### src/cdc_pkg.sv
package cdc_pkg;

  // ------------------------------------------------------------
  // Register offsets
  // ------------------------------------------------------------
  localparam logic [6:0] ADDR_CALIBRATION_CONTROL = 7'h0e;
  localparam logic [6:0] ADDR_DEMOD_PEAK_CONFIG = 7'h0f;
  localparam logic [6:0] ADDR_DEMOD_DECISION_CONFIG = 7'h10;

  // ------------------------------------------------------------
  // Field positions
  // ------------------------------------------------------------
  localparam int CAL_START_BIT = 7;
  localparam int CAL_DUAL_BIT = 6;
  localparam int CAL_SHORT_WAIT_BIT = 5;
  localparam int CAL_CURRENT_BIT = 4;
  localparam int CAL_DONE_BIT = 3;
  localparam int CAL_ITER_LSB = 0;
  localparam int PEAK_EN_BIT = 7;
  localparam int PEAK_THR_LSB = 0;
  localparam int VLIM_LSB = 5;
  localparam int AVG_HOLD_BIT = 4;
  localparam int AVG_MANUAL_BIT = 3;
  localparam int SETTLE_LSB = 1;
  localparam int DEMOD_RST_N_BIT = 0;

  // ------------------------------------------------------------
  // Reset values and the normal DAC start value
  // ------------------------------------------------------------
  localparam logic [2:0] CAL_ITER_RESET = 3'h5;
  localparam logic [2:0] CAL_ITER_NORMAL = 3'h6;
  localparam logic PEAK_EN_RESET = 1'b1;
  localparam logic [6:0] PEAK_THR_RESET = 7'h16;
  localparam logic [2:0] VLIM_RESET = 3'h3;
  localparam logic [1:0] SETTLE_RESET = 2'h3;
  localparam logic DEMOD_RST_N_RESET = 1'b1;

  // ------------------------------------------------------------
  // Quality grading and lock pin codes
  // ------------------------------------------------------------
  localparam logic [3:0] QUALITY_PERFECT = 4'he;
  localparam logic [3:0] LOCK_SEL_CAL_DONE = 4'h5;
  localparam logic [3:0] LOCK_SEL_VIOLATION = 4'h9;

  // ------------------------------------------------------------
  // Timing
  // ------------------------------------------------------------
  localparam int CAL_WAIT_US = 14000;
  localparam int CAL_REF_KHZ = 2000;
  localparam int CAL_WAIT_REF_TICKS = CAL_WAIT_US * CAL_REF_KHZ / 1000;
  localparam logic [6:0] SETTLE_BAUD_00 = 7'h0b;
  localparam logic [6:0] SETTLE_BAUD_01 = 7'h16;
  localparam logic [6:0] SETTLE_BAUD_10 = 7'h2b;
  localparam logic [6:0] SETTLE_BAUD_11 = 7'h56;

  typedef enum logic [2:0] {
    CDC_CAL_IDLE = 3'b001,
    CDC_CAL_WAIT = 3'b010,
    CDC_CAL_STORE = 3'b100
  } cdc_cal_state_t;

endpackage : cdc_pkg

### src/cdc_cal_and_demod_config_regs.sv
// Functional notes
// RL1 - A 0-to-1 change of the trigger bit starts a synthesizer calibration.
// RL2 - Host writes the trigger bit back to 0 after calibration finishes.
// RL3 - Store-both bit saves result in banks A and B, else selected bank.
// RL4 - Wait is 14 ms at 2 MHz reference; short-wait bit halves it.
// RL5 - Calibration current bit doubles the current used during calibration.
// RL6 - Readable calibration-done bit, reset 0, set when calibration completes.
// RL7 - Three-bit DAC start value, reset 101; host should program 110.
// RL8 - Peak remover runs when enable bit is 1 (reset), bypassed at 0.
// RL9 - Seven-bit peak remover threshold, reset 0010110.
// RL10 - Each Manchester bit graded: 14 perfect, 0 constant level.
// RL11 - Violation flag when quality below limit N, reset 011; 000 never.
// RL12 - Filter mode 0 locks automatically; 1 follows manual lock bit.
// RL13 - Manual lock bit 0 free-runs the filter, 1 holds it locked.
// RL14 - Settling field: 11, 22, 43 or 86 baud periods, reset 11.
// RL15 - Active-low demodulator reset bit, reset 1, resets demodulator alone.
// RL16 - Lock select 1001 drives violation flag onto the lock pin.
// RL17 - Lock select 0101 drives calibration-done onto the lock pin.
// RL18 - Calibration-done clears when a new calibration is started.
// RL19 - Demodulator reset returns filter, peak state and violation flag to idle.
module cdc_cal_and_demod_config_regs
  import cdc_pkg::*;
#(
  parameter int CAL_WAIT_TICKS = CAL_WAIT_REF_TICKS,
  parameter int QUALITY_W = 4
) (
  input wire logic i_clk_sys,
  input wire logic i_rst,
  input wire logic [6:0] i_reg_addr,
  input wire logic [7:0] i_reg_wdata,
  input wire logic i_reg_wr,
  output logic [7:0] o_reg_rdata,
  input wire logic i_bank_sel,
  input wire logic [3:0] i_lock_select,
  input wire logic i_ref_tick,
  input wire logic i_baud_tick,
  input wire logic i_rx_restart,
  input wire logic i_bit_valid,
  input wire logic [QUALITY_W-1:0] i_bit_quality,
  output logic o_cal_active,
  output logic o_cal_current_double,
  output logic [2:0] o_cal_dac_start,
  output logic o_cal_store_a,
  output logic o_cal_store_b,
  output logic o_peak_remover_enable,
  output logic [6:0] o_peak_threshold,
  output logic o_avg_filter_locked,
  output logic o_violation,
  output logic o_demod_reset,
  output logic o_lock_pin
);

  // ------------------------------------------------------------
  // Elaboration checks
  // ------------------------------------------------------------
  localparam int WCNT_W = $clog2(CAL_WAIT_TICKS + 1);
  localparam logic [WCNT_W-1:0] WAIT_FULL = WCNT_W'(CAL_WAIT_TICKS);
  localparam logic [WCNT_W-1:0] WAIT_HALF = WCNT_W'(CAL_WAIT_TICKS / 2);

  generate
    if (CAL_WAIT_TICKS < 2) begin : g_bad_wait
      $error("CAL_WAIT_TICKS must be at least 2");
    end
    if (QUALITY_W < 4) begin : g_bad_qw
      $error("QUALITY_W must hold the value 14");
    end
  endgenerate

  // ------------------------------------------------------------
  // Helpers
  // ------------------------------------------------------------
  function automatic logic [6:0] settle_baud(input logic [1:0] code);
    case (code)
      2'h0: settle_baud = SETTLE_BAUD_00;
      2'h1: settle_baud = SETTLE_BAUD_01;
      2'h2: settle_baud = SETTLE_BAUD_10;
      default: settle_baud = SETTLE_BAUD_11;
    endcase
  endfunction : settle_baud

  logic wr_cal;
  logic wr_peak;
  logic wr_dec;
  assign wr_cal = i_reg_wr && (i_reg_addr == ADDR_CALIBRATION_CONTROL);
  assign wr_peak = i_reg_wr && (i_reg_addr == ADDR_DEMOD_PEAK_CONFIG);
  assign wr_dec = i_reg_wr && (i_reg_addr == ADDR_DEMOD_DECISION_CONFIG);

  // ------------------------------------------------------------
  // Configuration registers
  // ------------------------------------------------------------
  logic cal_start_q, cal_start_d;
  logic cal_dual_q, cal_dual_d;
  logic cal_short_q, cal_short_d;
  logic cal_cur_q, cal_cur_d;
  logic [2:0] cal_iter_q, cal_iter_d;
  logic peak_en_q, peak_en_d;
  logic [6:0] peak_thr_q, peak_thr_d;
  logic [2:0] vlim_q, vlim_d;
  logic avg_hold_q, avg_hold_d;
  logic avg_manual_q, avg_manual_d;
  logic [1:0] settle_q, settle_d;
  logic demod_rst_n_q, demod_rst_n_d;
  logic cal_trigger;

  always_comb begin
    cal_start_d = cal_start_q;
    cal_dual_d = cal_dual_q;
    cal_short_d = cal_short_q;
    cal_cur_d = cal_cur_q;
    cal_iter_d = cal_iter_q;
    peak_en_d = peak_en_q;
    peak_thr_d = peak_thr_q;
    vlim_d = vlim_q;
    avg_hold_d = avg_hold_q;
    avg_manual_d = avg_manual_q;
    settle_d = settle_q;
    demod_rst_n_d = demod_rst_n_q;
    if (wr_cal) begin
      // Done bit is status only; writes to it are dropped
      cal_start_d = i_reg_wdata[CAL_START_BIT];
      cal_dual_d = i_reg_wdata[CAL_DUAL_BIT];
      cal_short_d = i_reg_wdata[CAL_SHORT_WAIT_BIT];
      cal_cur_d = i_reg_wdata[CAL_CURRENT_BIT];
      cal_iter_d = i_reg_wdata[CAL_ITER_LSB +: 3]; // [RL7]
    end
    if (wr_peak) begin
      peak_en_d = i_reg_wdata[PEAK_EN_BIT];
      peak_thr_d = i_reg_wdata[PEAK_THR_LSB +: 7]; // [RL9]
    end
    if (wr_dec) begin
      vlim_d = i_reg_wdata[VLIM_LSB +: 3];
      avg_hold_d = i_reg_wdata[AVG_HOLD_BIT];
      avg_manual_d = i_reg_wdata[AVG_MANUAL_BIT];
      settle_d = i_reg_wdata[SETTLE_LSB +: 2];
      demod_rst_n_d = i_reg_wdata[DEMOD_RST_N_BIT];
    end
  end

  // Only a fresh 0-to-1 write starts; host must clear the bit between runs
  assign cal_trigger = wr_cal && i_reg_wdata[CAL_START_BIT] && !cal_start_q; // [RL1] [RL2]

  always_ff @(posedge i_clk_sys) begin
    if (i_rst) begin
      cal_start_q <= 1'b0;
      cal_dual_q <= 1'b0;
      cal_short_q <= 1'b0;
      cal_cur_q <= 1'b0;
      cal_iter_q <= CAL_ITER_RESET; // [RL7]
      peak_en_q <= PEAK_EN_RESET;
      peak_thr_q <= PEAK_THR_RESET;
      vlim_q <= VLIM_RESET;
      avg_hold_q <= 1'b0;
      avg_manual_q <= 1'b0;
      settle_q <= SETTLE_RESET;
      demod_rst_n_q <= DEMOD_RST_N_RESET;
    end else begin
      cal_start_q <= cal_start_d;
      cal_dual_q <= cal_dual_d;
      cal_short_q <= cal_short_d;
      cal_cur_q <= cal_cur_d;
      cal_iter_q <= cal_iter_d;
      peak_en_q <= peak_en_d;
      peak_thr_q <= peak_thr_d;
      vlim_q <= vlim_d;
      avg_hold_q <= avg_hold_d;
      avg_manual_q <= avg_manual_d;
      settle_q <= settle_d;
      demod_rst_n_q <= demod_rst_n_d;
    end
  end

  // ------------------------------------------------------------
  // Calibration sequencer
  // ------------------------------------------------------------
  cdc_cal_state_t cal_st_q, cal_st_d;
  logic [WCNT_W-1:0] wait_q, wait_d;
  logic cal_done_q, cal_done_d;
  logic store_a_q, store_a_d;
  logic store_b_q, store_b_d;

  always_comb begin
    cal_st_d = cal_st_q;
    wait_d = wait_q;
    cal_done_d = cal_done_q;
    store_a_d = 1'b0;
    store_b_d = 1'b0;
    case (cal_st_q)
      CDC_CAL_IDLE: begin
        if (cal_trigger) begin
          cal_st_d = CDC_CAL_WAIT;
          cal_done_d = 1'b0; // [RL18]
          // Wait counted in reference ticks so it tracks the reference rate
          // Short-wait bit written along with the start must already count
          wait_d = cal_short_d ? WAIT_HALF : WAIT_FULL; // [RL4]
        end
      end
      CDC_CAL_WAIT: begin
        if (i_ref_tick) begin
          if (wait_q <= WCNT_W'(1)) begin
            cal_st_d = CDC_CAL_STORE;
          end else begin
            wait_d = wait_q - WCNT_W'(1); // [RL4]
          end
        end
      end
      CDC_CAL_STORE: begin
        store_a_d = cal_dual_q || !i_bank_sel; // [RL3]
        store_b_d = cal_dual_q || i_bank_sel; // [RL3]
        cal_done_d = 1'b1; // [RL6]
        cal_st_d = CDC_CAL_IDLE;
      end
      default: begin
        cal_st_d = CDC_CAL_IDLE;
      end
    endcase
  end

  always_ff @(posedge i_clk_sys) begin
    if (i_rst) begin
      cal_st_q <= CDC_CAL_IDLE;
      wait_q <= '0;
      cal_done_q <= 1'b0; // [RL6]
      store_a_q <= 1'b0;
      store_b_q <= 1'b0;
    end else begin
      cal_st_q <= cal_st_d;
      wait_q <= wait_d;
      cal_done_q <= cal_done_d;
      store_a_q <= store_a_d;
      store_b_q <= store_b_d;
    end
  end

  // ------------------------------------------------------------
  // Demodulator control
  // ------------------------------------------------------------
  logic [6:0] settle_cnt_q, settle_cnt_d;
  logic auto_lock_q, auto_lock_d;
  logic viol_q, viol_d;
  logic [QUALITY_W-1:0] qual;

  always_comb begin
    settle_cnt_d = settle_cnt_q;
    auto_lock_d = auto_lock_q;
    viol_d = viol_q;
    // Grades above perfect are treated as perfect
    qual = (i_bit_quality > QUALITY_W'(QUALITY_PERFECT)) ? QUALITY_W'(QUALITY_PERFECT) : i_bit_quality; // [RL10]
    if (!demod_rst_n_q || i_rx_restart) begin
      settle_cnt_d = '0; // [RL15] [RL19]
      auto_lock_d = 1'b0; // [RL19]
      viol_d = 1'b0; // [RL19]
    end else begin
      if (i_baud_tick && !auto_lock_q) begin
        if (settle_cnt_q + 7'h01 >= settle_baud(settle_q)) begin
          auto_lock_d = 1'b1; // [RL14]
        end else begin
          settle_cnt_d = settle_cnt_q + 7'h01; // [RL14]
        end
      end
      if (i_bit_valid) begin
        // Flag follows the last graded bit
        viol_d = (vlim_q != 3'h0) && (qual < QUALITY_W'(vlim_q)); // [RL11]
      end
    end
  end

  always_ff @(posedge i_clk_sys) begin
    if (i_rst) begin
      settle_cnt_q <= '0;
      auto_lock_q <= 1'b0;
      viol_q <= 1'b0;
    end else begin
      settle_cnt_q <= settle_cnt_d;
      auto_lock_q <= auto_lock_d;
      viol_q <= viol_d;
    end
  end

  // ------------------------------------------------------------
  // Outputs
  // ------------------------------------------------------------
  assign o_cal_active = (cal_st_q != CDC_CAL_IDLE);
  assign o_cal_current_double = cal_cur_q && o_cal_active; // [RL5]
  assign o_cal_dac_start = cal_iter_q; // [RL7]
  assign o_cal_store_a = store_a_q;
  assign o_cal_store_b = store_b_q;
  // Peak remover is also held off while the demodulator sits in reset
  assign o_peak_remover_enable = peak_en_q && demod_rst_n_q; // [RL8] [RL19]
  assign o_peak_threshold = peak_thr_q; // [RL9]
  assign o_avg_filter_locked = demod_rst_n_q && (avg_manual_q ? avg_hold_q : auto_lock_q); // [RL12] [RL13]
  assign o_violation = viol_q;
  assign o_demod_reset = !demod_rst_n_q; // [RL15]

  always_comb begin
    case (i_lock_select)
      LOCK_SEL_VIOLATION: o_lock_pin = viol_q; // [RL16]
      LOCK_SEL_CAL_DONE: o_lock_pin = cal_done_q; // [RL17]
      default: o_lock_pin = 1'b0;
    endcase
  end

  always_comb begin
    case (i_reg_addr)
      ADDR_CALIBRATION_CONTROL: o_reg_rdata = {cal_start_q, cal_dual_q, cal_short_q, cal_cur_q, cal_done_q, cal_iter_q};
      ADDR_DEMOD_PEAK_CONFIG: o_reg_rdata = {peak_en_q, peak_thr_q};
      ADDR_DEMOD_DECISION_CONFIG: o_reg_rdata = {vlim_q, avg_hold_q, avg_manual_q, settle_q, demod_rst_n_q};
      default: o_reg_rdata = 8'h00;
    endcase
  end

endmodule : cdc_cal_and_demod_config_regs

### config.mk
export PLATFORM = sky130hd
export DESIGN_NAME = cdc_cal_and_demod_config_regs
export DESIGN_NICKNAME = d
export VERILOG_FILES = /design/src/cdc_pkg.sv /design/src/cdc_cal_and_demod_config_regs.sv
export SDC_FILE = /design/constraint.sdc
export NUM_CORES = 1
export LEC_CHECK = 0
export ABC_CLOCK_PERIOD_IN_PS = 3000
export BUFFER_PORTS_ARGS = -buffer_cell sky130_fd_sc_hd__buf_4
export CORE_MARGIN = 1
export CORE_UTILIZATION = 54
export CTS_BUF_LIST = sky130_fd_sc_hd__clkbuf_8
export DETAILED_ROUTE_END_ITERATION = 7
export PLACE_DENSITY = 0.79
export SLEW_MARGIN = 0
export SYNTH_ARGS = -nofsm -noshare
export SYNTH_HDL_FRONTEND = slang
export SYNTH_SLANG_ARGS = --single-unit
### constraint.sdc
create_clock -name i_clk_sys -period 3 [get_ports i_clk_sys]
set_input_delay 0.6 -clock i_clk_sys [delete_from_list [all_inputs] [get_ports i_clk_sys]]
set_output_delay 0.6 -clock i_clk_sys [all_outputs]
set_load 0.1 [all_outputs]
Yosys cells after proc, flatten, opt, wreduce, memory -nomap -nowiden
Index checks and enable logic that the tools add are counted.
- bits in registers: 53
- input bits: 31
- output and inout port bits: 27
- word-level logic and storage cells: 90
- $add $sub $neg: 2
- order comparisons: 4
- equal/unequal tests: 15
- mux-type cells: 19
- bitwise logic cells: 2
- reduce and logical (&&, ||, !) cells: 28
- operators with widths (cell ; count):
    two-way mux 15 bit ; 4
    case mux 15 bit (2 select lines) ; 1
    case mux 8 bit (3 select lines) ; 1
    case mux 7 bit (3 select lines) ; 1
    <= comparator 15 x 1 -> 1 bit, second input constant ; 1
    subtractor 15 x 1 -> 15 bit, second input constant ; 1
    equality test 7 x 4 -> 1 bit, second input constant ; 2
    two-way mux 7 bit ; 2
    logical AND 1 bit ; 10
    two-way mux 3 bit ; 3
    inequality test 2 bit, second input constant ; 4
    adder 7 x 1 -> 7 bit, second input constant ; 1
    equality test 7 x 5 -> 1 bit, second input constant ; 1
    >= comparator 7 bit ; 1
    case mux 3 bit (2 select lines) ; 1
    AND reduction 2 bit ; 3
    equality test 4 x 3 -> 1 bit, second input constant ; 1
    equality test 4 bit, second input constant ; 1
    > comparator 4 bit, second input constant ; 1
    logical NOT 1 bit ; 4
    less-than comparator 4 x 3 -> 1 bit ; 1
    two-way mux 4 bit ; 1
    case mux 1 bit (2 select lines) ; 2
    AND reduction 4 bit ; 1
    other kinds (14) ; 21

Depth between registers and ports, before layout
Gate-level depths: netlist of the first run.
- depth after elaboration: 7
- mapped depth: 12
- gate-level depth less buffers: 11

Worst setup path after synthesis of the first run
Ideal clock, no wire load.
- path kind: input to output
- from: input i_reg_addr[1]
- to: output o_reg_rdata[0]
- arrival: 2.726 ns
- path slack: -0.326 ns
- cell stages on the path: 5
- path buffers: 1
- cell sequence: or4b_2 nor4_2 clkbuf_1 a222oi_1 inv_1
- cells in the longest elaborated chain, start to end: 2
- RTL lines (element ; line ; text):
    start, declared ; cdc_cal_and_demod_config_regs.sv:29 ; input wire logic [6:0] i_reg_addr,
    equality test 7 x 5 -> 1 bit / equality test 7 x 4 -> 1 bit (equally long branches) ; cdc_cal_and_demod_config_regs.sv:303 ; case (i_reg_addr)
    case mux 8 bit (3 select lines) (*) ; cdc_cal_and_demod_config_regs.sv:303 ;
    end, declared ; cdc_cal_and_demod_config_regs.sv:32 ; output logic [7:0] o_reg_rdata,
Every way passes the cells marked *; elsewhere a longest branch is shown, timed or not.

Worst setup path in the final report of the first run
- from: input i_reg_addr[1]
- to: output o_reg_rdata[5]
Same word-level chain as after synthesis.

==> flow_metrics.env, run 1 <==
export IMPL_status="finished, final reports clean"
export IMPL_rsz0062_at_grt="no"
export IMPL_nets=437
export IMPL_fin_area_sq_um=3470
export IMPL_clkPwrFrac_pct=38.2
export IMPL_ys_seq_area_share_pct=37.1
export IMPL_post_dp_cell_area_sq_um=3350
export IMPL_synthMuxAreaShare_pct=1.05
export IMPL_maxSlewHeadroom_pct=68.5
export IMPL_worstRegToRegCells=12
export IMPL_firstDrtPassIters=4
export IMPL_cp_arrival_ns=2.28
export IMPL_cts_buffers=5
export IMPL_cap_viol_max_count=0
export IMPL_worstMarginPinSlew_ns=0.461
export IMPL_num_antenna_cells=0
export IMPL_antenna_found_initial=0
export IMPL_internal_power_mw=1.02
export IMPL_drive_gt1_share_pct=25.5
export IMPL_grt_overflow=0
export IMPL_grtUsageTotal_pct=25.3
export IMPL_clk_insertion_delay_late_ns=0.30
export IMPL_post_cts_buffers=0
export IMPL_multi_input_comb_area_sq_um=1630
export IMPL_synth_async_reset_ratio_pct=0
export IMPL_synth_top_area_share_pct=37.1
export IMPL_yosys_area_share_adder_pct=4.82
export IMPL_hold_violations=0
export IMPL_wl_per_cell_microns=14.5
export IMPL_routed_wl_microns=6770
export IMPL_r2r_start="settle_cnt_q[0]"
export IMPL_required_ns=2.40
export IMPL_clk_pin_slew_ns=0.09
export IMPL_power_mw=1.30
export IMPL_vias_per_cell=5.83
export IMPL_area_growth_pct=21.5
export IMPL_ys_warn_count=0
export IMPL_final_setup_skew_ns=0.00341
export IMPL_final_antenna_net_count=0
export IMPL_drv_slew=0
export IMPL_cpMostUsedCell="buf_4"
export IMPL_grt_pass1_vias=2425
export IMPL_hp_start="i_bank_sel"
export IMPL_min_path_cells=2
export IMPL_rows=26
export IMPL_cp_top_family="simple AND/OR/NAND/NOR gates"
export IMPL_critical_path_max_stage_delay_ns=0.70
export IMPL_synth_edf_count=0
export IMPL_critPathKind="primary input to output pin"
export IMPL_combPwrFrac_pct=7.5
export IMPL_synth_fp_nets=385
export IMPL_die_x_microns=74.7
export IMPL_cp_num_cells=7
export IMPL_rrSetupSlack_ns=0.43
export IMPL_yosys_area_share_simple_pct=25.9
export IMPL_pwr_density_cell_nw_per_um2=376
export IMPL_postCtsHoldBufs=0
export IMPL_synthFlopType="dfxtp_1"
export IMPL_leakage_nw=1.54
export IMPL_drc=0
export IMPL_reg2reg_to="settle_cnt_q[5]"
export IMPL_htreeDepth=2
export IMPL_cts_tree="yes"
export IMPL_grt_pass1_wl_microns=10900
export IMPL_ctsResizeCount=0
export IMPL_seqCellArea_sq_um=1060
export IMPL_critPathSlowestCell="or4b_2"
export IMPL_start_util_pct=55.9
export IMPL_dpl_hpwl_microns=4940
export IMPL_worst_path_buf_inv=4
export IMPL_p_sw_mw=0.288
export IMPL_final_period_utilization_pct=95.9
export IMPL_path_cells="buf_4, or4b_2, nor4_4, buf_12, a222oi_1, inv_2, buf_4"
export IMPL_setup_tns_ns=0
export IMPL_synth_area_leaders="dfxtp_1 (37%), a21oi_1 (6.1%), ha_1 (4.8%), nand3_1 (3.9%), nand2_1 (3.4%)"
export IMPL_yosysTopAreaCell="dfxtp_1"
export IMPL_grt_max_degree=45
export IMPL_pin_count=58
export IMPL_cts_sinks=53
export IMPL_clockRootBuffer="clkbuf_8"
export IMPL_coreArea_sq_um=5110
export IMPL_synth_seq_cells=53
export IMPL_vias=2716
export IMPL_synth_top_family_by_area="simple AND/OR/NAND/NOR gates"
export IMPL_crit_path_max_fanout=17
export IMPL_hold_end="o_cal_store_a"
export IMPL_worst_setup_path_end_kind="output pin"
export IMPL_fillers=424
export IMPL_fmax_mhz=348
export IMPL_syn_area_sq_um=2860
export IMPL_setup_viol=0
export IMPL_peakVddDrop_mv=0.246
export IMPL_synth_xor_area_share_pct=3.37
export IMPL_cts_buffer_depth=2
export IMPL_synth_common_cells="dfxtp_1 (53), a21oi_1 (35), nand2_1 (26)"
export IMPL_ys_types=54
export IMPL_synthCells=343
export IMPL_period_minus_slack_ns=2.88
export IMPL_share_seq_of_total_power_pct=54.3
export IMPL_routabilityCongestion=0.868
export IMPL_min_path_type="primary input to flip-flop"
export IMPL_dieArea_sq_um=5580
export IMPL_die_height_microns=74.7
export IMPL_port_buffers=57
export IMPL_synth_most_common_cell="dfxtp_1"
export IMPL_avgSynthCellArea_sq_um=8.33
export IMPL_start_kind="primary input"
export IMPL_drtIter0Drc=206
export IMPL_synth_compound_area_share_pct=21.0
export IMPL_switching_share_pct=22.1
[placed cells by master (no fill, tap or decap), types with 2 or more instances in the layout]
| cell type | netlist | final |
|---|---|---|
| inv_1 | 21 | 14 |
| a222oi_1 | 8 | 8 |
| nand3_1 | 22 | 22 |
| o21ai_0 | 15 | 15 |
| inv_2 | 0 | 8 |
| dfxtp_1 | 53 | 53 |
| ha_1 | 11 | 11 |
| a31o_2 | 2 | 2 |
| and3b_1 | 2 | 2 |
| nor4_1 | 3 | 2 |
| and2_1 | 3 | 3 |
| a21o_1 | 4 | 4 |
| and3_1 | 12 | 12 |
| or4b_2 | 2 | 2 |
| buf_4 | 0 | 64 |
| xnor2_1 | 8 | 8 |
| mux2i_1 | 3 | 3 |
| xor2_1 | 3 | 3 |
| nand2b_1 | 3 | 3 |
| or2b_2 | 2 | 2 |
| nor2_1 | 23 | 23 |
| nand2_1 | 26 | 26 |
| or4_1 | 2 | 2 |
| a211o_2 | 2 | 2 |
| o21ai_1 | 5 | 5 |
| a211o_1 | 9 | 9 |
| nor3_1 | 11 | 11 |
| or3_1 | 10 | 10 |
| clkbuf_8 | 1 | 6 |
| a21oi_1 | 35 | 35 |
[layer usage]
metal  global-route usage [%]  routed length [microns]  share of wire [%]
met3                     4.42                      321                4.7
met1                     33.8                     3100                 46
met4                     7.34                       80                1.2
met2                     42.1                     3280                 48
met5                        0                        0                  0
[power by group through the flow]
| stage | clock network (mW) | registers [mW] | logic (mW) |
|---|---|---|---|
| finish | 0.498 | 0.708 | 0.0976 |
| global placement | 0 | 0.724 | 0.0949 |
| detailed placement | 0 | 0.724 | 0.0973 |
| global route | 0.530 | 0.708 | 0.105 |
| CTS | 0.507 | 0.708 | 0.0976 |
| floorplan | 0 | 0.729 | 0.0427 |
[cells by family (layout without fill, tap and decap cells)]
group,Yosys count,after routing
compound gates,90,90
mux,3,3
xor+xnor,11,11
fa+ha+maj,11,11
flops,53,53
buf+inv,41,94
simple gates,134,134
[final cells by class]
| type | instances | share of cell area [%] |
|---|---|---|
| clock buffer | 6 | 2.38 |
| tap | 70 | 2.52 |
| timing repair buffer | 65 | 14.4 |
| sequential | 53 | 30.6 |
| multi-input combinational | 249 | 46.8 |
| inverter | 21 | 2.27 |
| clock inverter | 2 | 0.974 |
[worst max path at each step]
stage	startpoint	to	slack [ns]
finish	i_reg_addr[1]	o_reg_rdata[5]	0.12
global route	i_reg_addr[1]	o_reg_rdata[1]	0.05
CTS	i_reg_addr[1]	o_reg_rdata[5]	0.13
detailed placement	i_reg_addr[1]	o_reg_rdata[5]	0.14
global placement	i_reg_addr[1]	o_reg_rdata[1]	0.15
floorplan	i_reg_addr[1]	o_reg_rdata[0]	0.06
[through the flow]
stage	hold slack (ns)	instances	util (%)	worst slack, ns
after global placement	0.461	458	65.7	0.148
after CTS	0.472	466	67.9	0.132
after detailed placement	0.472	458	65.7	0.135
after global routing	0.480	466	67.9	0.0475
after floorplan	0.444	343	-	0.0646
final	0.477	466	67.9	0.123
[state kept, by name (all words and copies together) (netlist names)]
signal	flops
auto_lock_q	1
avg_hold_q	1
avg_manual_q	1
cal_cur_q	1
cal_done_q	1
cal_dual_q	1
cal_short_q	1
cal_st_q	3
cal_start_q	1
demod_rst_n_q	1
o_cal_dac_start	3
o_cal_store_a	1
o_cal_store_b	1
o_peak_threshold	7
o_violation	1
peak_en_q	1
settle_cnt_q	7
settle_q	2
vlim_q	3
wait_q	15
No activity file was read; power rests on OpenSTA's default activity.
==> run 2, diff against run 1 <==
--- a/config.mk
+++ b/config.mk
@@ -12,6 +12,7 @@
 export CTS_BUF_LIST = sky130_fd_sc_hd__clkbuf_8
 export DETAILED_ROUTE_END_ITERATION = 7
 export PLACE_DENSITY = 0.79
+export REMOVE_ABC_BUFFERS = 1
 export SLEW_MARGIN = 0
 export SYNTH_ARGS = -nofsm -noshare
 export SYNTH_HDL_FRONTEND = slang
==> run 2 against run 1 <==
Combinational power hardly changed. Hold slack worse by 0.013 ns. Sequential share of layout area rose by 0.088 points. Power rose by 0.26%. Register-to-register slack worse by 0.16 ns. Count of clock-buffer cells in the layout is the same. Maximum frequency fell by 2.3%. Critical path depth unchanged. Via count grew 1.0%. Critical path type unchanged. Largest cell class unchanged. Highest routed layer unchanged.
==> flow_metrics.env, run 2 (synthesis results as in run 1) <==
export IMPL_drv_slew=0
export IMPL_drc=0
export IMPL_area_growth_pct=21.1
export IMPL_period_minus_slack_ns=2.94
export IMPL_htreeDepth=2
export IMPL_share_seq_of_total_power_pct=54.1
export IMPL_fin_area_sq_um=3460
export IMPL_rsz0062_at_grt="no"
export IMPL_start_util_pct=55.9
export IMPL_p_sw_mw=0.291
export IMPL_dieArea_sq_um=5580
export IMPL_routed_wl_microns=7050
export IMPL_coreArea_sq_um=5110
export IMPL_hold_violations=0
export IMPL_postCtsHoldBufs=0
export IMPL_drtIter0Drc=188
export IMPL_crit_path_max_fanout=17
export IMPL_num_antenna_cells=0
export IMPL_post_cts_buffers=0
export IMPL_final_period_utilization_pct=98.1
export IMPL_grt_pass1_wl_microns=11200
export IMPL_antenna_found_initial=0
export IMPL_final_cell_mix="buf_4 (65), dfxtp_1 (53), a21oi_1 (35), nand2_1 (26), nor2_1 (23)"
export IMPL_dpl_hpwl_microns=4910
export IMPL_combPwrFrac_pct=7.4
export IMPL_clkPwrFrac_pct=38.4
export IMPL_vias=2744
export IMPL_worst_setup_path_end_kind="output pin"
export IMPL_post_dp_cell_area_sq_um=3340
export IMPL_final_setup_skew_ns=0.00425
export IMPL_clk_pin_slew_ns=0.09
export IMPL_peakVddDrop_mv=0.209
export IMPL_fmax_mhz=340
export IMPL_status="finished, final reports clean"
export IMPL_die_x_microns=74.7
export IMPL_leakage_nw=1.56
export IMPL_drive_gt1_share_pct=23.7
export IMPL_internal_power_mw=1.02
export IMPL_clk_insertion_delay_late_ns=0.31
export IMPL_cts_sinks=53
export IMPL_nets=438
export IMPL_fillers=437
export IMPL_grtUsageTotal_pct=26.2
export IMPL_routabilityCongestion=0.853
export IMPL_regMostFlops="wait_q"
export IMPL_vias_per_cell=5.88
export IMPL_grt_pass1_vias=2350
export IMPL_maxSlewHeadroom_pct=65.6
export IMPL_cts_buffer_depth=2
export IMPL_switching_share_pct=22.2
export IMPL_grt_max_degree=45
export IMPL_worstMarginPinSlew_ns=0.514
export IMPL_port_buffers=57
export IMPL_clockRootBuffer="clkbuf_8"
export IMPL_cts_tree="yes"
export IMPL_cts_buffers=5
export IMPL_cp_arrival_ns=2.34
export IMPL_min_path_type="primary input to flip-flop"
export IMPL_required_ns=2.40
export IMPL_cap_viol_max_count=0
export IMPL_layout_commonest_cell="buf_4"
export IMPL_pin_count=58
export IMPL_wl_per_cell_microns=15.1
export IMPL_start_kind="primary input"
export IMPL_firstDrtPassIters=5
export IMPL_largest_reg_flops=15
export IMPL_setup_viol=0
export IMPL_grt_overflow=0
export IMPL_final_antenna_net_count=0
export IMPL_rows=26
export IMPL_die_height_microns=74.7
export IMPL_power_mw=1.31
export IMPL_pwr_density_cell_nw_per_um2=378
export IMPL_critPathKind="primary input to output pin"
## run 2: cell types whose count changed in the layout (fill, tap and decap cells not counted), sizes merged
cell / change
buf: +1
## run 2: worst max-delay path, cell delays in order
cell,delay (ns)
buf_4,0.12
or4b_2,0.68
nor4_2,0.19
buf_4,0.26
a222oi_1,0.12
inv_1,0.07
buf_4,0.28
## run 2: worst paths after layout
check	start	endpoint	slack, ns	depth (start not counted)
max	i_reg_addr[1]	o_reg_rdata[0]	0.06	7
max reg2reg	settle_cnt_q[0]	settle_cnt_q[4]	0.27	12
min reg2reg	o_cal_dac_start[1]	o_cal_dac_start[1]	0.48	2
min	i_bank_sel	o_cal_store_a	0.46	2
## run 2: per-stage QoR
stage               instances  hold slack, ns  utilization, %  setup WS (ns)  setup TNS (ns)
floorplan                 323           0.438               -         -0.618           -4.38
global placement          459           0.463            65.4          0.148               0
detailed placement        459           0.467            65.4         0.0630               0
CTS                       467           0.457            67.7         0.0611               0
global route              467           0.446            67.7         0.0191               0
finish                    467           0.464            67.7         0.0556               0
## run 2: power by group through the flow
stage               clock network [mW]  registers (mW)  logic, mW
finish                           0.502           0.708     0.0974
global route                     0.539           0.708      0.105
CTS                              0.513           0.708     0.0971
detailed placement                   0           0.724     0.0967
global placement                     0           0.724     0.0944
floorplan                            0           0.729     0.0285
## run 2: layout make-up
cell class / instances / area [sq um] / area share [%]
clock buffers: 6 / 82.6 / 2.39
clock inverters: 2 / 33.8 / 0.976
inverters: 21 / 78.8 / 2.28
multi-input cells: 249 / 1620 / 46.7
flip-flops and latches: 53 / 1060 / 30.7
well taps: 70 / 87.6 / 2.53
repair buffers: 66 / 499 / 14.4
## run 2: repair_timing
item | CTS | global route
endpoints found under the hold margin | 0 | 0
resized for setup | 0 | 1
endpoints found under the setup margin | 0 | 1
## run 2: layer usage
layer | track usage, % | routed length, microns | vias to the layer above | share of wire [%]
li1 | - | - | 1341 | -
met1 | 36.5 | 3100 | 1278 | 44
met2 | 41.2 | 3330 | 114 | 47
met3 | 5.35 | 516 | 11 | 7.3
met4 | 7.34 | 105 | 0 | 1.5
met5 | 0 | 0 | - | 0
==> run 3, diff against run 2 <==
--- a/config.mk
+++ b/config.mk
@@ -8,11 +8,11 @@
 export ABC_CLOCK_PERIOD_IN_PS = 3000
 export BUFFER_PORTS_ARGS = -buffer_cell sky130_fd_sc_hd__buf_4
 export CORE_MARGIN = 1
-export CORE_UTILIZATION = 54
+export CORE_UTILIZATION = 55
 export CTS_BUF_LIST = sky130_fd_sc_hd__clkbuf_8
 export DETAILED_ROUTE_END_ITERATION = 7
-export PLACE_DENSITY = 0.79
-export REMOVE_ABC_BUFFERS = 1
+export MAX_ROUTING_LAYER = met4
+export PLACE_DENSITY = 0.8
 export SLEW_MARGIN = 0
 export SYNTH_ARGS = -nofsm -noshare
 export SYNTH_HDL_FRONTEND = slang
==> run 3 against run 2 <==
Sequential power hardly changed. Critical path depth did not move. Core utilization grew 4.0 points. Setup slack improved by 0.080 ns. Clock power grew 14%. Sequential share of layout area fell by 0.14 points. Final area grew 0.47%. Maximum frequency up 2.8%. Power rose by 5.3%. Global-route usage increased by 1.3 points. Count of clock-buffer cells in the layout decreased by 1. Wire length shrank 0.18%. Largest power group unchanged.
==> flow_metrics.env, run 3 (synthesis results as in run 1) <==
export IMPL_cts_buffer_depth=2
export IMPL_cpMostUsedCell="buf_4"
export IMPL_maxSlewHeadroom_pct=66.4
export IMPL_dpl_hpwl_microns=5020
export IMPL_start_util_pct=58.9
export IMPL_grt_overflow=0
export IMPL_critical_path_max_stage_delay_ns=0.69
export IMPL_rsz0062_at_grt="no"
export IMPL_peakVddDrop_mv=0.286
export IMPL_final_antenna_net_count=0
export IMPL_grt_max_degree=45
export IMPL_setup_viol=0
export IMPL_clk_pin_slew_ns=0.10
export IMPL_drive_gt1_share_pct=25.6
export IMPL_pwr_density_cell_nw_per_um2=396
export IMPL_grt_pass1_wl_microns=11400
export IMPL_worst_path_buf_inv=4
export IMPL_clk_insertion_delay_late_ns=0.30
export IMPL_cp_arrival_ns=2.26
export IMPL_grtUsageTotal_pct=27.5
export IMPL_final_cell_mix="buf_4 (63), dfxtp_1 (53), a21oi_1 (35), nand2_1 (26), nor2_1 (23)"
export IMPL_pin_count=58
export IMPL_period_minus_slack_ns=2.86
export IMPL_postCtsHoldBufs=0
export IMPL_nets=436
export IMPL_finalCoreUtilization_pct=71.7
export IMPL_htreeDepth=2
export IMPL_required_ns=2.40
export IMPL_status="finished, final reports clean"
export IMPL_area_growth_pct=21.7
export IMPL_worstMarginPinSlew_ns=0.503
export IMPL_final_setup_skew_ns=0.00492
export IMPL_die_height_microns=74.1
export IMPL_ctsResizeCount=0
export IMPL_cts_sinks=53
export IMPL_coreArea_sq_um=4850
export IMPL_cp_top_family="simple AND/OR/NAND/NOR gates"
export IMPL_rows=25
export IMPL_layout_commonest_cell="buf_4"
export IMPL_largest_reg_flops=15
export IMPL_drv_slew=0
export IMPL_grt_pass1_vias=2492
export IMPL_cap_viol_max_count=0
export IMPL_num_antenna_cells=0
export IMPL_wl_per_cell_microns=15.2
export IMPL_vias=2749
export IMPL_start_kind="primary input"
export IMPL_worst_setup_path_end_kind="output pin"
export IMPL_vias_per_cell=5.95
export IMPL_fin_area_sq_um=3480
export IMPL_critPathKind="primary input to output pin"
export IMPL_drc=0
export IMPL_routed_wl_microns=7040
export IMPL_path_cells="buf_4, or4b_2, nor4_4, buf_12, a222oi_1, inv_2, buf_4"
export IMPL_critPathSlowestCell="or4b_2"
export IMPL_regMostFlops="wait_q"
export IMPL_crit_path_max_fanout=17
export IMPL_setup_tns_ns=0
export IMPL_clockRootBuffer="clkbuf_8"
export IMPL_final_period_utilization_pct=95.5
export IMPL_antenna_found_initial=0
export IMPL_leakage_nw=1.54
export IMPL_fmax_mhz=349
export IMPL_post_cts_buffers=0
export IMPL_min_path_type="primary input to flip-flop"
export IMPL_hold_violations=0
export IMPL_routabilityCongestion=0.877
export IMPL_post_dp_cell_area_sq_um=3340
export IMPL_power_mw=1.38
export IMPL_port_buffers=57
export IMPL_dieArea_sq_um=5490
export IMPL_firstDrtPassIters=5
export IMPL_die_x_microns=74.1
export IMPL_cts_buffers=5
export IMPL_drtIter0Drc=256
export IMPL_cts_tree="yes"
-- run 3: changes by cell type in the layout (fill, tap and decap cells not counted), sizes merged --
cell / before / now
buf: 66 / 64
clkbuf: 6 / 5
bufinv: 1 / 2
inv: 22 / 21
clkinv: 0 / 1
-- run 3: layer usage --
layer | wire length, microns | GRT usage [%] | share of wire, %
met1 | 3220 | 36.3 | 46
met2 | 3380 | 43.9 | 48
met3 | 340 | 3.79 | 4.8
met4 | 92 | 7.69 | 1.3
met5 | 0 | - | 0
-- run 3: final cells by class --
class                           count  area [sq um]
Multi-Input combinational cell    249          1630
Fill cell                         391          1370
Sequential cell                    53          1060
Timing Repair Buffer               64           493
Tap cell                           67          83.8
Inverter                           21          78.8
Clock buffer                        5          68.8
Clock inverter                      3          65.1
-- run 3: final timing paths --
path	from	endpoint	slack [ns]	cells after the start
min	i_bank_sel	o_cal_store_a	0.46	2
max	i_reg_addr[1]	o_reg_rdata[5]	0.14	7
max reg2reg	settle_cnt_q[0]	settle_cnt_q[3]	0.34	12
min reg2reg	o_cal_dac_start[1]	o_cal_dac_start[1]	0.48	2
-- run 3: power breakdown --
| part | internal (mW) | switching [mW] | total (mW) |
|---|---|---|---|
| clock network | 0.332 | 0.241 | 0.572 |
| logic | 0.0412 | 0.0550 | 0.0962 |
| registers | 0.705 | 0.00272 | 0.708 |
| total | 1.08 | 0.299 | 1.38 |
-- run 3: through the flow --
| stage | worst slack, ns | cells | hold slack, ns |
|---|---|---|---|
| after global routing | 0.0608 | 462 | 0.453 |
| after floorplan | 0.0646 | 343 | 0.444 |
| after detailed placement | 0.134 | 454 | 0.468 |
| final | 0.136 | 462 | 0.463 |
| after global placement | 0.147 | 454 | 0.462 |
| after CTS | 0.132 | 462 | 0.463 |
